**src/smi_pkg.sv**
```systemverilog
// Shared constants and types of the synchronous memory interface controller
package smi_pkg;
  localparam int SMI_AW = 20;
  localparam int SMI_DW = 16;
  localparam int SMI_NSP = 4;
  localparam int SMI_SPW = 2;
  localparam int SMI_LATW = 2;
  localparam int SMI_TCW = 3;
  localparam int SMI_BUF_DEPTH = 2;
  localparam logic [SMI_LATW-1:0] SMI_LAT_ZERO = 2'h0;
  localparam logic [SMI_LATW-1:0] SMI_LAT_ONE = 2'h1;
  localparam logic [SMI_TCW-1:0] SMI_TC_ZERO = 3'h0;
  localparam logic [SMI_TCW-1:0] SMI_TC_ONE = 3'h1;
  localparam logic SMI_CLK_FIRST = 1'b0;
  localparam logic SMI_CLK_SECOND = 1'b1;

  typedef enum logic [2:0] {
    SMI_ST_IDLE = 3'h0,
    SMI_ST_CMD = 3'h1,
    SMI_ST_RLAT = 3'h2,
    SMI_ST_WLAT = 3'h3,
    SMI_ST_WDATA = 3'h4,
    SMI_ST_DESEL = 3'h5
  } smi_state_t;
endpackage : smi_pkg

```
**src/smi_buf2.sv**
```systemverilog
// Small valid/ready buffer for returned read words
`timescale 1ns/10ps
module smi_buf2 #(
  parameter int WIDTH = 16,
  parameter int DEPTH = 2
) (
  input wire logic clk, // System clock
  input wire logic nrst, // Asynchronous reset, active low
  input wire logic in_valid, // Word offered
  output logic in_ready, // Room for a word
  input wire logic [WIDTH-1:0] in_data, // Offered word
  output logic out_valid, // Word available
  input wire logic out_ready, // Consumer takes word
  output logic [WIDTH-1:0] out_data // Oldest word
);
  localparam int PW = (DEPTH > 1) ? $clog2(DEPTH) : 1;
  localparam int CW = PW + 1;

  typedef struct packed {
    logic [DEPTH-1:0][WIDTH-1:0] mem;
    logic [PW-1:0] wptr;
    logic [PW-1:0] rptr;
    logic [CW-1:0] count;
  } smi_buf_regs_t;

  smi_buf_regs_t r_r;
  smi_buf_regs_t r_nxt;
  logic do_push;
  logic do_pop;

  // Honest full and empty from the occupancy count
  assign in_ready = (r_r.count != CW'(DEPTH));
  assign out_valid = (r_r.count != '0);
  assign out_data = r_r.mem[r_r.rptr];
  assign do_push = in_valid && in_ready;
  assign do_pop = out_valid && out_ready;

  // Pointer wrap kept explicit so a non power of two depth still works
  always_comb
  begin
    r_nxt = r_r;
    if (do_push)
    begin
      r_nxt.mem[r_r.wptr] = in_data;
      r_nxt.wptr = (r_r.wptr == PW'(DEPTH - 1)) ? '0 : r_r.wptr + PW'(1);
    end
    if (do_pop)
      r_nxt.rptr = (r_r.rptr == PW'(DEPTH - 1)) ? '0 : r_r.rptr + PW'(1);
    if (do_push && !do_pop)
      r_nxt.count = r_r.count + CW'(1);
    else if (do_pop && !do_push)
      r_nxt.count = r_r.count - CW'(1);
  end

  // State register
  always_ff @(posedge clk or negedge nrst)
  begin
    if (!nrst)
      r_r <= '0;
    else
      r_r <= r_nxt;
  end
endmodule : smi_buf2

```
**src/smi_ctrl.sv**
```systemverilog
// Programmable synchronous memory port controller (burst SRAM, ZBT SRAM, FIFO)
`timescale 1ns/10ps
module smi_ctrl
  import smi_pkg::*;
#(
  parameter bit IS_FIRST_PORT = 1'b1 // First instance when set
) (
  input wire logic clk, // 10 MHz system clock
  input wire logic nrst, // Asynchronous reset, active low
  input wire logic link_clk_first_in, // First interface clock source
  input wire logic link_clk_second_in, // Second interface clock source
  input wire logic [smi_pkg::SMI_NSP-1:0][1:0] read_latency_field, // Per space read latency
  input wire logic [smi_pkg::SMI_NSP-1:0][1:0] write_latency_field, // Per space write latency
  input wire logic [smi_pkg::SMI_NSP-1:0] chip_select_extension, // Per space CS extension
  input wire logic [smi_pkg::SMI_NSP-1:0] strobe_function_select, // Per space strobe role
  input wire logic [smi_pkg::SMI_NSP-1:0] interface_clock_select, // Per space clock choice
  input wire logic req_valid, // Access request
  output logic req_ready, // Request taken
  input wire logic req_write, // Write when high
  input wire logic [smi_pkg::SMI_SPW-1:0] req_space, // Chip select space
  input wire logic [smi_pkg::SMI_AW-1:0] req_addr, // Word address
  input wire logic [smi_pkg::SMI_DW-1:0] req_wdata, // Write word
  output logic rd_valid, // Read word available
  input wire logic rd_ready, // Consumer takes read word
  output logic [smi_pkg::SMI_DW-1:0] rd_data, // Read word
  output logic ext_clock_out_first, // Forwarded first interface clock
  output logic ext_clock_out_second, // Forwarded second interface clock
  output logic [smi_pkg::SMI_NSP-1:0] space_chip_select_n, // Chip selects, active low
  output logic shared_read_strobe_pin_n, // Address strobe or read enable
  output logic shared_output_strobe_pin_n, // Sync output enable
  output logic shared_write_strobe_pin_n, // Sync write enable
  output logic [smi_pkg::SMI_AW-1:0] mem_addr, // Memory address
  output logic [smi_pkg::SMI_DW-1:0] mem_data_out, // Data pin output value
  output logic mem_data_oe, // Data pin output enable
  input wire logic [smi_pkg::SMI_DW-1:0] mem_data_in, // Data pin input value
  output logic dram_clock_enable_out // Dram clock enable, first port only
);
  import smi_pkg::*;

  typedef struct packed {
    smi_state_t st;
    logic c1_s0;
    logic c1_s1;
    logic c1_prev;
    logic c2_s0;
    logic c2_s1;
    logic c2_prev;
    logic [SMI_DW-1:0] ed_s0;
    logic [SMI_DW-1:0] ed_s1;
    logic write;
    logic [SMI_SPW-1:0] space;
    logic [SMI_AW-1:0] addr;
    logic [SMI_DW-1:0] wdata;
    logic [SMI_LATW-1:0] lat;
    logic [SMI_LATW-1:0] cnt;
    logic [SMI_TCW-1:0] tcnt;
    logic cext;
    logic ren;
    logic csel;
    logic [SMI_NSP-1:0] cs;
    logic strobe;
    logic oe;
    logic we;
    logic data_oe;
    logic [SMI_DW-1:0] rdata;
    logic push;
    logic clk1_out;
    logic clk2_out;
    logic cke;
  } smi_ctrl_regs_t;

  smi_ctrl_regs_t r_r;
  smi_ctrl_regs_t r_nxt;
  logic tick1;
  logic tick2;
  logic tick;
  logic buf_in_ready;
  logic [SMI_NSP-1:0] space_onehot;

  // Rising edges of the synchronised interface clocks
  assign tick1 = r_r.c1_s1 && !r_r.c1_prev;
  assign tick2 = r_r.c2_s1 && !r_r.c2_prev;
  assign tick = (r_r.csel == SMI_CLK_SECOND) ? tick2 : tick1;
  // A read is taken while the buffer count shows room, not counting a FIFO-mode word pushed in that same cycle
  assign req_ready = (r_r.st == SMI_ST_IDLE) && (req_write || buf_in_ready);
  assign space_onehot = SMI_NSP'(1) << r_r.space;

  // Pins: strobes kept active high inside, inverted at the boundary
  // shared pin roles
  assign shared_read_strobe_pin_n = !r_r.strobe;
  assign shared_output_strobe_pin_n = !r_r.oe;
  assign shared_write_strobe_pin_n = !r_r.we;
  assign space_chip_select_n = ~r_r.cs;
  assign mem_addr = r_r.addr;
  assign mem_data_out = r_r.wdata;
  assign mem_data_oe = r_r.data_oe;
  assign ext_clock_out_first = r_r.clk1_out;
  assign ext_clock_out_second = r_r.clk2_out;
  assign dram_clock_enable_out = IS_FIRST_PORT ? r_r.cke : 1'b0;

  // Next state: synchronisers, clock forwarding and the access sequencer
  always_comb
  begin
    r_nxt = r_r;
    r_nxt.push = 1'b0;
    r_nxt.c1_s0 = link_clk_first_in;
    r_nxt.c1_s1 = r_r.c1_s0;
    r_nxt.c1_prev = r_r.c1_s1;
    r_nxt.c2_s0 = link_clk_second_in;
    r_nxt.c2_s1 = r_r.c2_s0;
    r_nxt.c2_prev = r_r.c2_s1;
    r_nxt.ed_s0 = mem_data_in;
    r_nxt.ed_s1 = r_r.ed_s0;
    r_nxt.clk1_out = r_r.c1_s1;
    r_nxt.clk2_out = r_r.c2_s1;
    // enable rises on the first interface edge after reset
    if (IS_FIRST_PORT && tick1)
      r_nxt.cke = 1'b1;
    unique case (r_r.st)
      SMI_ST_IDLE:
      begin
        if (req_valid && req_ready)
        begin
          r_nxt.write = req_write;
          r_nxt.space = req_space;
          r_nxt.addr = req_addr;
          r_nxt.wdata = req_wdata;
          r_nxt.csel = interface_clock_select[req_space];
          r_nxt.cext = chip_select_extension[req_space];
          r_nxt.ren = strobe_function_select[req_space];
          r_nxt.lat = req_write ? write_latency_field[req_space]
                                : read_latency_field[req_space];
          r_nxt.st = SMI_ST_CMD;
        end
      end
      SMI_ST_CMD:
      begin
        // Command goes out on the selected clock edge only
        if (tick)
        begin
          r_nxt.cs = space_onehot;
          r_nxt.tcnt = SMI_TC_ZERO;
          // read enable is not raised for writes
          r_nxt.strobe = !(r_r.write && r_r.ren);
          r_nxt.oe = !r_r.write;
          r_nxt.we = r_r.write;
          if (!r_r.write)
          begin
            r_nxt.cnt = r_r.lat;
            r_nxt.st = SMI_ST_RLAT;
          end
          // zero latency drives data with the command
          else if (r_r.lat == SMI_LAT_ZERO)
          begin
            r_nxt.data_oe = 1'b1;
            r_nxt.st = SMI_ST_WDATA;
          end
          else
          begin
            r_nxt.cnt = r_r.lat - SMI_LAT_ONE;
            r_nxt.st = SMI_ST_WLAT;
          end
        end
      end
      SMI_ST_RLAT:
      begin
        if (tick)
        begin
          r_nxt.tcnt = r_r.tcnt + SMI_TC_ONE;
          // select drops after the command cycle
          if (!r_r.cext)
            r_nxt.cs = '0;
          // address strobe is a single cycle pulse
          if (!r_r.ren)
            r_nxt.strobe = 1'b0;
          if (r_r.cnt == SMI_LAT_ZERO)
          begin
            r_nxt.rdata = r_r.ed_s1;
            r_nxt.push = 1'b1;
            r_nxt.oe = 1'b0;
            // extended select ends with output enable
            r_nxt.cs = '0;
            // deselect cycle; none in FIFO mode
            r_nxt.strobe = !r_r.ren;
            r_nxt.st = r_r.ren ? SMI_ST_IDLE : SMI_ST_DESEL;
          end
          else
            r_nxt.cnt = r_r.cnt - SMI_LAT_ONE;
        end
      end
      SMI_ST_WLAT:
      begin
        if (tick)
        begin
          r_nxt.tcnt = r_r.tcnt + SMI_TC_ONE;
          r_nxt.cs = '0;
          r_nxt.strobe = 1'b0;
          r_nxt.we = 1'b0;
          // data phase after the write latency
          if (r_r.cnt == SMI_LAT_ZERO)
          begin
            r_nxt.data_oe = 1'b1;
            r_nxt.st = SMI_ST_WDATA;
          end
          else
            r_nxt.cnt = r_r.cnt - SMI_LAT_ONE;
        end
      end
      SMI_ST_WDATA:
      begin
        if (tick)
        begin
          r_nxt.tcnt = r_r.tcnt + SMI_TC_ONE;
          r_nxt.cs = '0;
          r_nxt.we = 1'b0;
          r_nxt.data_oe = 1'b0;
          // deselect cycle; none in FIFO mode
          r_nxt.strobe = !r_r.ren;
          r_nxt.st = r_r.ren ? SMI_ST_IDLE : SMI_ST_DESEL;
        end
      end
      SMI_ST_DESEL:
      begin
        // Strobe with no select is the deselect the SRAM expects
        if (tick)
        begin
          r_nxt.strobe = 1'b0;
          r_nxt.st = SMI_ST_IDLE;
        end
      end
      default:
      begin
        r_nxt.st = SMI_ST_IDLE;
      end
    endcase
  end

  // State register; all fields reset to zero, strobes idle inactive
  always_ff @(posedge clk or negedge nrst)
  begin
    if (!nrst)
      r_r <= '0;
    else
      r_r <= r_nxt;
  end

  // Read words queue here, up to two, while the consumer stalls
  smi_buf2 #(
    .WIDTH(SMI_DW),
    .DEPTH(SMI_BUF_DEPTH)
  ) u_rd_buf (
    .clk(clk),
    .nrst(nrst),
    .in_valid(r_r.push),
    .in_ready(buf_in_ready),
    .in_data(r_r.rdata),
    .out_valid(rd_valid),
    .out_ready(rd_ready),
    .out_data(rd_data)
  );

  // Checks on the sequencer
  property p_read_latency;
    @(posedge clk) disable iff (!nrst)
    r_r.push |-> (r_r.tcnt == ({1'b0, r_r.lat} + SMI_TC_ONE)) && !r_r.write;
  endproperty
  a_read_latency: assert property (p_read_latency)
    else $error("read data sampled at wrong latency");

  property p_write_latency;
    @(posedge clk) disable iff (!nrst)
    $rose(r_r.data_oe) |-> (r_r.tcnt == {1'b0, r_r.lat}) && r_r.write;
  endproperty
  a_write_latency: assert property (p_write_latency)
    else $error("write data driven at wrong latency");

  property p_cs_short;
    @(posedge clk) disable iff (!nrst)
    ((r_r.cs != '0) && (!r_r.cext || r_r.write)) |-> (r_r.tcnt == SMI_TC_ZERO);
  endproperty
  a_cs_short: assert property (p_cs_short)
    else $error("chip select held past command cycle");

  property p_cs_follows_oe;
    @(posedge clk) disable iff (!nrst)
    (r_r.cext && !r_r.write) |-> ((r_r.cs != '0) == r_r.oe);
  endproperty
  a_cs_follows_oe: assert property (p_cs_follows_oe)
    else $error("extended chip select differs from output enable");

  property p_deselect;
    @(posedge clk) disable iff (!nrst)
    (r_r.st == SMI_ST_DESEL) && !$past(r_r.st == SMI_ST_DESEL)
      |-> r_r.strobe && (r_r.cs == '0) && !r_r.ren;
  endproperty
  a_deselect: assert property (p_deselect)
    else $error("deselect cycle malformed");

  property p_fifo_read_enable;
    @(posedge clk) disable iff (!nrst)
    (r_r.ren && !r_r.write && (r_r.st != SMI_ST_IDLE))
      |-> (r_r.strobe == r_r.oe) && (r_r.st != SMI_ST_DESEL);
  endproperty
  a_fifo_read_enable: assert property (p_fifo_read_enable)
    else $error("read enable mismatch in fifo mode");

  property p_clock_paced;
    @(posedge clk) disable iff (!nrst)
    ($changed(r_r.cs) || $changed(r_r.we) || $changed(r_r.data_oe)) |-> $past(tick);
  endproperty
  a_clock_paced: assert property (p_clock_paced)
    else $error("pin changed off the selected clock edge");

  property p_pin_roles;
    @(posedge clk) disable iff (!nrst)
    (r_r.we |-> r_r.write && !r_r.oe) and (r_r.oe |-> !r_r.write);
  endproperty
  a_pin_roles: assert property (p_pin_roles)
    else $error("output and write enable roles crossed");

  property p_cke_port;
    @(posedge clk) disable iff (!nrst)
    (!IS_FIRST_PORT |-> !dram_clock_enable_out)
      and ($rose(dram_clock_enable_out) |-> $past(tick1));
  endproperty
  a_cke_port: assert property (p_cke_port)
    else $error("dram clock enable misbehaves");

  property p_no_overflow;
    @(posedge clk) disable iff (!nrst)
    r_r.push |-> buf_in_ready;
  endproperty
  a_no_overflow: assert property (p_no_overflow)
    else $error("read word pushed into full buffer");
endmodule : smi_ctrl

```
**config.mk**
```make
export PLATFORM = sky130hd
export DESIGN_NAME = smi_ctrl
export DESIGN_NICKNAME = d
export VERILOG_FILES = /design/src/smi_pkg.sv /design/src/smi_buf2.sv /design/src/smi_ctrl.sv
export SDC_FILE = /design/constraint.sdc
export NUM_CORES = 1
export LEC_CHECK = 0
export ABC_AREA = 1
export BUFFER_PORTS_ARGS = -buffer_cell sky130_fd_sc_hd__buf_4
export CAP_MARGIN = 15
export CORE_MARGIN = 4
export CORE_UTILIZATION = 53
export CTS_CLUSTER_SIZE = 14
export DETAILED_ROUTE_END_ITERATION = 8
export PLACE_DENSITY = 0.88
export SLEW_MARGIN = 20
export SYNTH_ARGS = -nofsm -noshare
export SYNTH_HDL_FRONTEND = slang
export SYNTH_SLANG_ARGS = --single-unit
```
**constraint.sdc**
```tcl
create_clock -name clk -period 1.68 [get_ports clk]
set_input_delay 0.42 -clock clk [delete_from_list [all_inputs] [get_ports clk]]
set_output_delay 0.42 -clock clk [all_outputs]
set_load 0.03 [all_outputs]
```
==> flow_summary_export.csv <==
group,metric,value,unit
die,die_area,13680,um^2
die,die_y,117.0,um
global_routing,grt-ovfl-total,0,
detailed_routing,dr_total_vias,5056,
critical_path,cpMaxStageDelayCell,"dfrtp_2",
clock_network,cts_buffers,17,
logic_synthesis,syn-num-nets,787,
critical_path,path_class,"flop to output pin",
clock_network,cts_tree,"done",
pwr,p_clk_frac,0.238,
critical_path,crit_family,"flip-flops",
run_status,status,"finished, violations left",
clock_network,clk_path_buf_depth,2,
critical_path,cp_slowest_stage_delay,0.45,ns
pwr,irDropWorstVdd,1.141,mV
detailed_routing,viasPerCell,5.102,
finish,fillers,792,
critical_path,required,1.26,ns
critical_path,arrival,1.35,ns
critical_path,cp-end-kind,"output pin",
critical_path,critical_path.cell_chain,"clkinv_4 > buf_12 > nand2_4 > nand2_2 > buf_6",
global_routing,grt_max_degree,44,
timing,setup_violations,17,
die,die_x,117.0,um
timing,fmax,564.4,MHz
logic_synthesis,synth_edf_count,0,
timing,slew_violations,0,
global_routing,grt_use_total,0.2260,
detailed_routing,wl_per_cell,15.10,um
run_status,violations,"negative setup slack",
placed_design,dp.cells,945,
finish,nets,927,
pwr,p_sw,0.006132,W
critical_path,cp_max_fo,8,
worst_hold_path,hp-class,"primary input to flop",
clock_network,clkSlewWorstSetupHoldPaths,0.06,ns
logic_synthesis,synth_cell_type_count,33,
placed_design,dpl_cell_area,7353,um^2
global_routing,grt_pass1_wl,23940,um
finish,area_growth_syn_to_layout,32.92,%
detailed_routing,remaining_drc_errors,0,
timing,tightestPinTransition,0.3826,ns
critical_path,path_buf_inv,3,
logic_synthesis,ys_ff_latch,149,
detailed_routing,dr.first_iter.drc_count,342,
timing,holdWs,0.1066,ns
clock_network,clk_latency,0.42,ns
pwr,p_int,0.009201,W
logic_synthesis,synth_cells,695,
pwr,p_per_area,1834,nW/um^2
die,core,11520,um^2
placed_design,io_buffers,153,
logic_synthesis,syn_avg_cell_area,9.052,um^2
clock_network,root_buffer,"clkbuf_16",
timing,rsz0062_at_grt,"yes",
logic_synthesis,yosysWarnings,0,
detailed_routing,drtAntennaViolNets,0,
finish,finish.instance_area,8362,um^2
critical_path,start_kind,"flop",
finish,drive_gt1_frac,0.3349,
timing,setup_ws,-0.09180,ns
detailed_routing,firstDrtPassIters,5,
timing,hold_viol,0,
detailed_routing,wirelength,14960,um
clock_network,cts_max_level,4,
logic_synthesis,netlist_area,6291,um^2
die,initial_core_util,0.5463,
logic_synthesis,ys_seq_area_frac,0.5927,
timing,period_needed,1.772,ns
die,row_count,39,
logic_synthesis,synthArstFlopShare,1.000,
timing,period_share,1.055,
clock_network,clock-sinks,149,
placed_design,dp_hpwl,9981,um
placed_design,globalplace.congestion,0.8694,
timing,slew_headroom,0.7447,
finish,n_antenna_cell,0,
die,ios,154,
logic_synthesis,ys.flop_type,"dfrtp_1",
finish,fin_cells,991,
flow_run,cap_violations,0,
pwr,swShare,0.3999,
timing,clock_skew,0.01124,ns
global_routing,antenna_found_initial,0,
pwr,combPwrFrac,0.409,
pwr,leakagePower,4.342,nW
global_routing,grt_pass1_vias,5053,
pwr,sequentialPowerShare,0.353,
## worst reg2reg max path: stages (launching register included)
cell     delay, ns
dfrtp_2       0.43
inv_4         0.07
buf_4         0.14
nand2_4       0.08
nor2_2        0.17
nand3_1       0.14
inv_2         0.11
buf_12        0.18
nand2_1       0.10
o21ai_0       0.11
## area by class of cell
type / count / area [um^2] / area share
clock buffer: 19 / 442.9 / 0.05297
clock inverter: 13 / 135.1 / 0.01616
inverter: 56 / 227.7 / 0.02723
multi-input combinational: 429 / 2110 / 0.2523
sequential: 149 / 3732 / 0.4464
tap: 143 / 178.9 / 0.02140
timing repair buffer: 182 / 1535 / 0.1836
## power groups by stage
stage               Clock (W)  Sequential, W  Combinational [W]
finish                0.00365        0.00541            0.00627
global route          0.00388        0.00553            0.00683
detailed placement          0        0.00534            0.00548
global placement            0        0.00533            0.00530
floorplan                   0        0.00519            0.00427
CTS                   0.00370        0.00534            0.00592
## placed cells by master (no fill, tap or decap), drive strengths merged
cell type	instances
a21o	1
a21oi	4
buf	181
bufinv	1
clkbuf	19
clkinv	3
clkinvlp	4
dfrtp	149
dlygate4sd3	1
ha	3
inv	61
nand2	271
nand3	24
nand3b	1
nor2	29
o211ai	7
o21ai	80
o22ai	3
o31ai	1
or2	2
xnor2	1
xor2	2
## cell families after synthesis
family | Yosys count | synth area share
AND/OR/NAND/NOR | 327 | 0.2102
flip-flops | 149 | 0.5927
buffers and inverters | 117 | 0.1052
AO/OA/AOI/OAI | 96 | 0.08174
XOR/XNOR | 3 | 0.004177
adder cells (fa/ha/maj) | 3 | 0.005967
## metal layers
metal  global-route usage  vias up  wire [um]  part of all wire
met4              0.07645        0        282             0.019
met2               0.3606      213       7390              0.49
met1               0.2855     2403       6056              0.40
met3              0.08689       26       1232             0.082
li1                     -     2414          -                 -
met5                    0        -          0                 0
## cell usage after synthesis (2+ instances only)
library cell,n,share of area
o21ai_1,9,0.0072
inv_2,5,0.0030
a21oi_1,4,0.0032
dfrtp_1,149,0.59
nor2_2,4,0.0040
nand3_1,23,0.018
clkbuf_1,4,0.0024
buf_4,40,0.048
nand2_2,4,0.0040
buf_2,10,0.0080
o211ai_1,7,0.0084
nand2_1,265,0.16
xor2_1,2,0.0028
ha_1,3,0.0060
o21ai_0,69,0.055
o21ai_2,2,0.0028
nor2_1,24,0.014
o22ai_1,3,0.0030
inv_1,48,0.029
buf_6,7,0.013
## sequential cells by signal, summed over array words and instances, names as in the netlist
signal	flops
ext_clock_out_second	1
r_nxt	20
r_r	53
mem_data_out	16
u_rd_buf.r_r	36
ext_clock_out_first	1
dram_clock_enable_out	1
mem_data_oe	1
mem_addr	20
## per-stage QoR
stage | TNS, ns | power (W) | util | setup WS (ns)
2_1_floorplan | 0 | 0.009457 | - | 0.08347
3_3_place_gp | 0 | 0.01063 | 0.6385 | 0.1262
3_5_place_dp | 0 | 0.01082 | 0.6385 | 0.08725
4_1_cts | -1.078 | 0.01497 | 0.7110 | -0.08610
5_1_grt | -2.181 | 0.01624 | 0.7261 | -0.1474
6_report | -1.229 | 0.01533 | 0.7261 | -0.09180
## what timing repair did
action | 4_1_cts | 5_1_grt
endpoints found under the setup margin | 18 | 20
setup buffers | 8 | 4
hold buffers | 1 | 0
pin swaps | 14 | 17
endpoints found under the hold margin | 32 | 0
resized for setup | 61 | 33
cloned | 1 | 0
## worst paths after layout
| check | from | to | slack, ns | cells after the start |
|---|---|---|---|---|
| hold reg to reg | r_nxt[85] | r_r[85] | 0.35 | 0 |
| min in group asynchronous | nrst | r_nxt[113] | 0.50 | 2 |
| hold / removal | mem_data_in[7] | r_nxt[84] | 0.11 | 1 |
| setup reg to reg | r_r[117] | r_r[16] | 0.05 | 9 |
| setup / recovery | u_rd_buf.r_r[2] | rd_data[12] | -0.09 | 5 |
| max in group asynchronous | nrst | u_rd_buf.r_r[22] | 0.62 | 3 |
(Power assumes the default switching activity.)
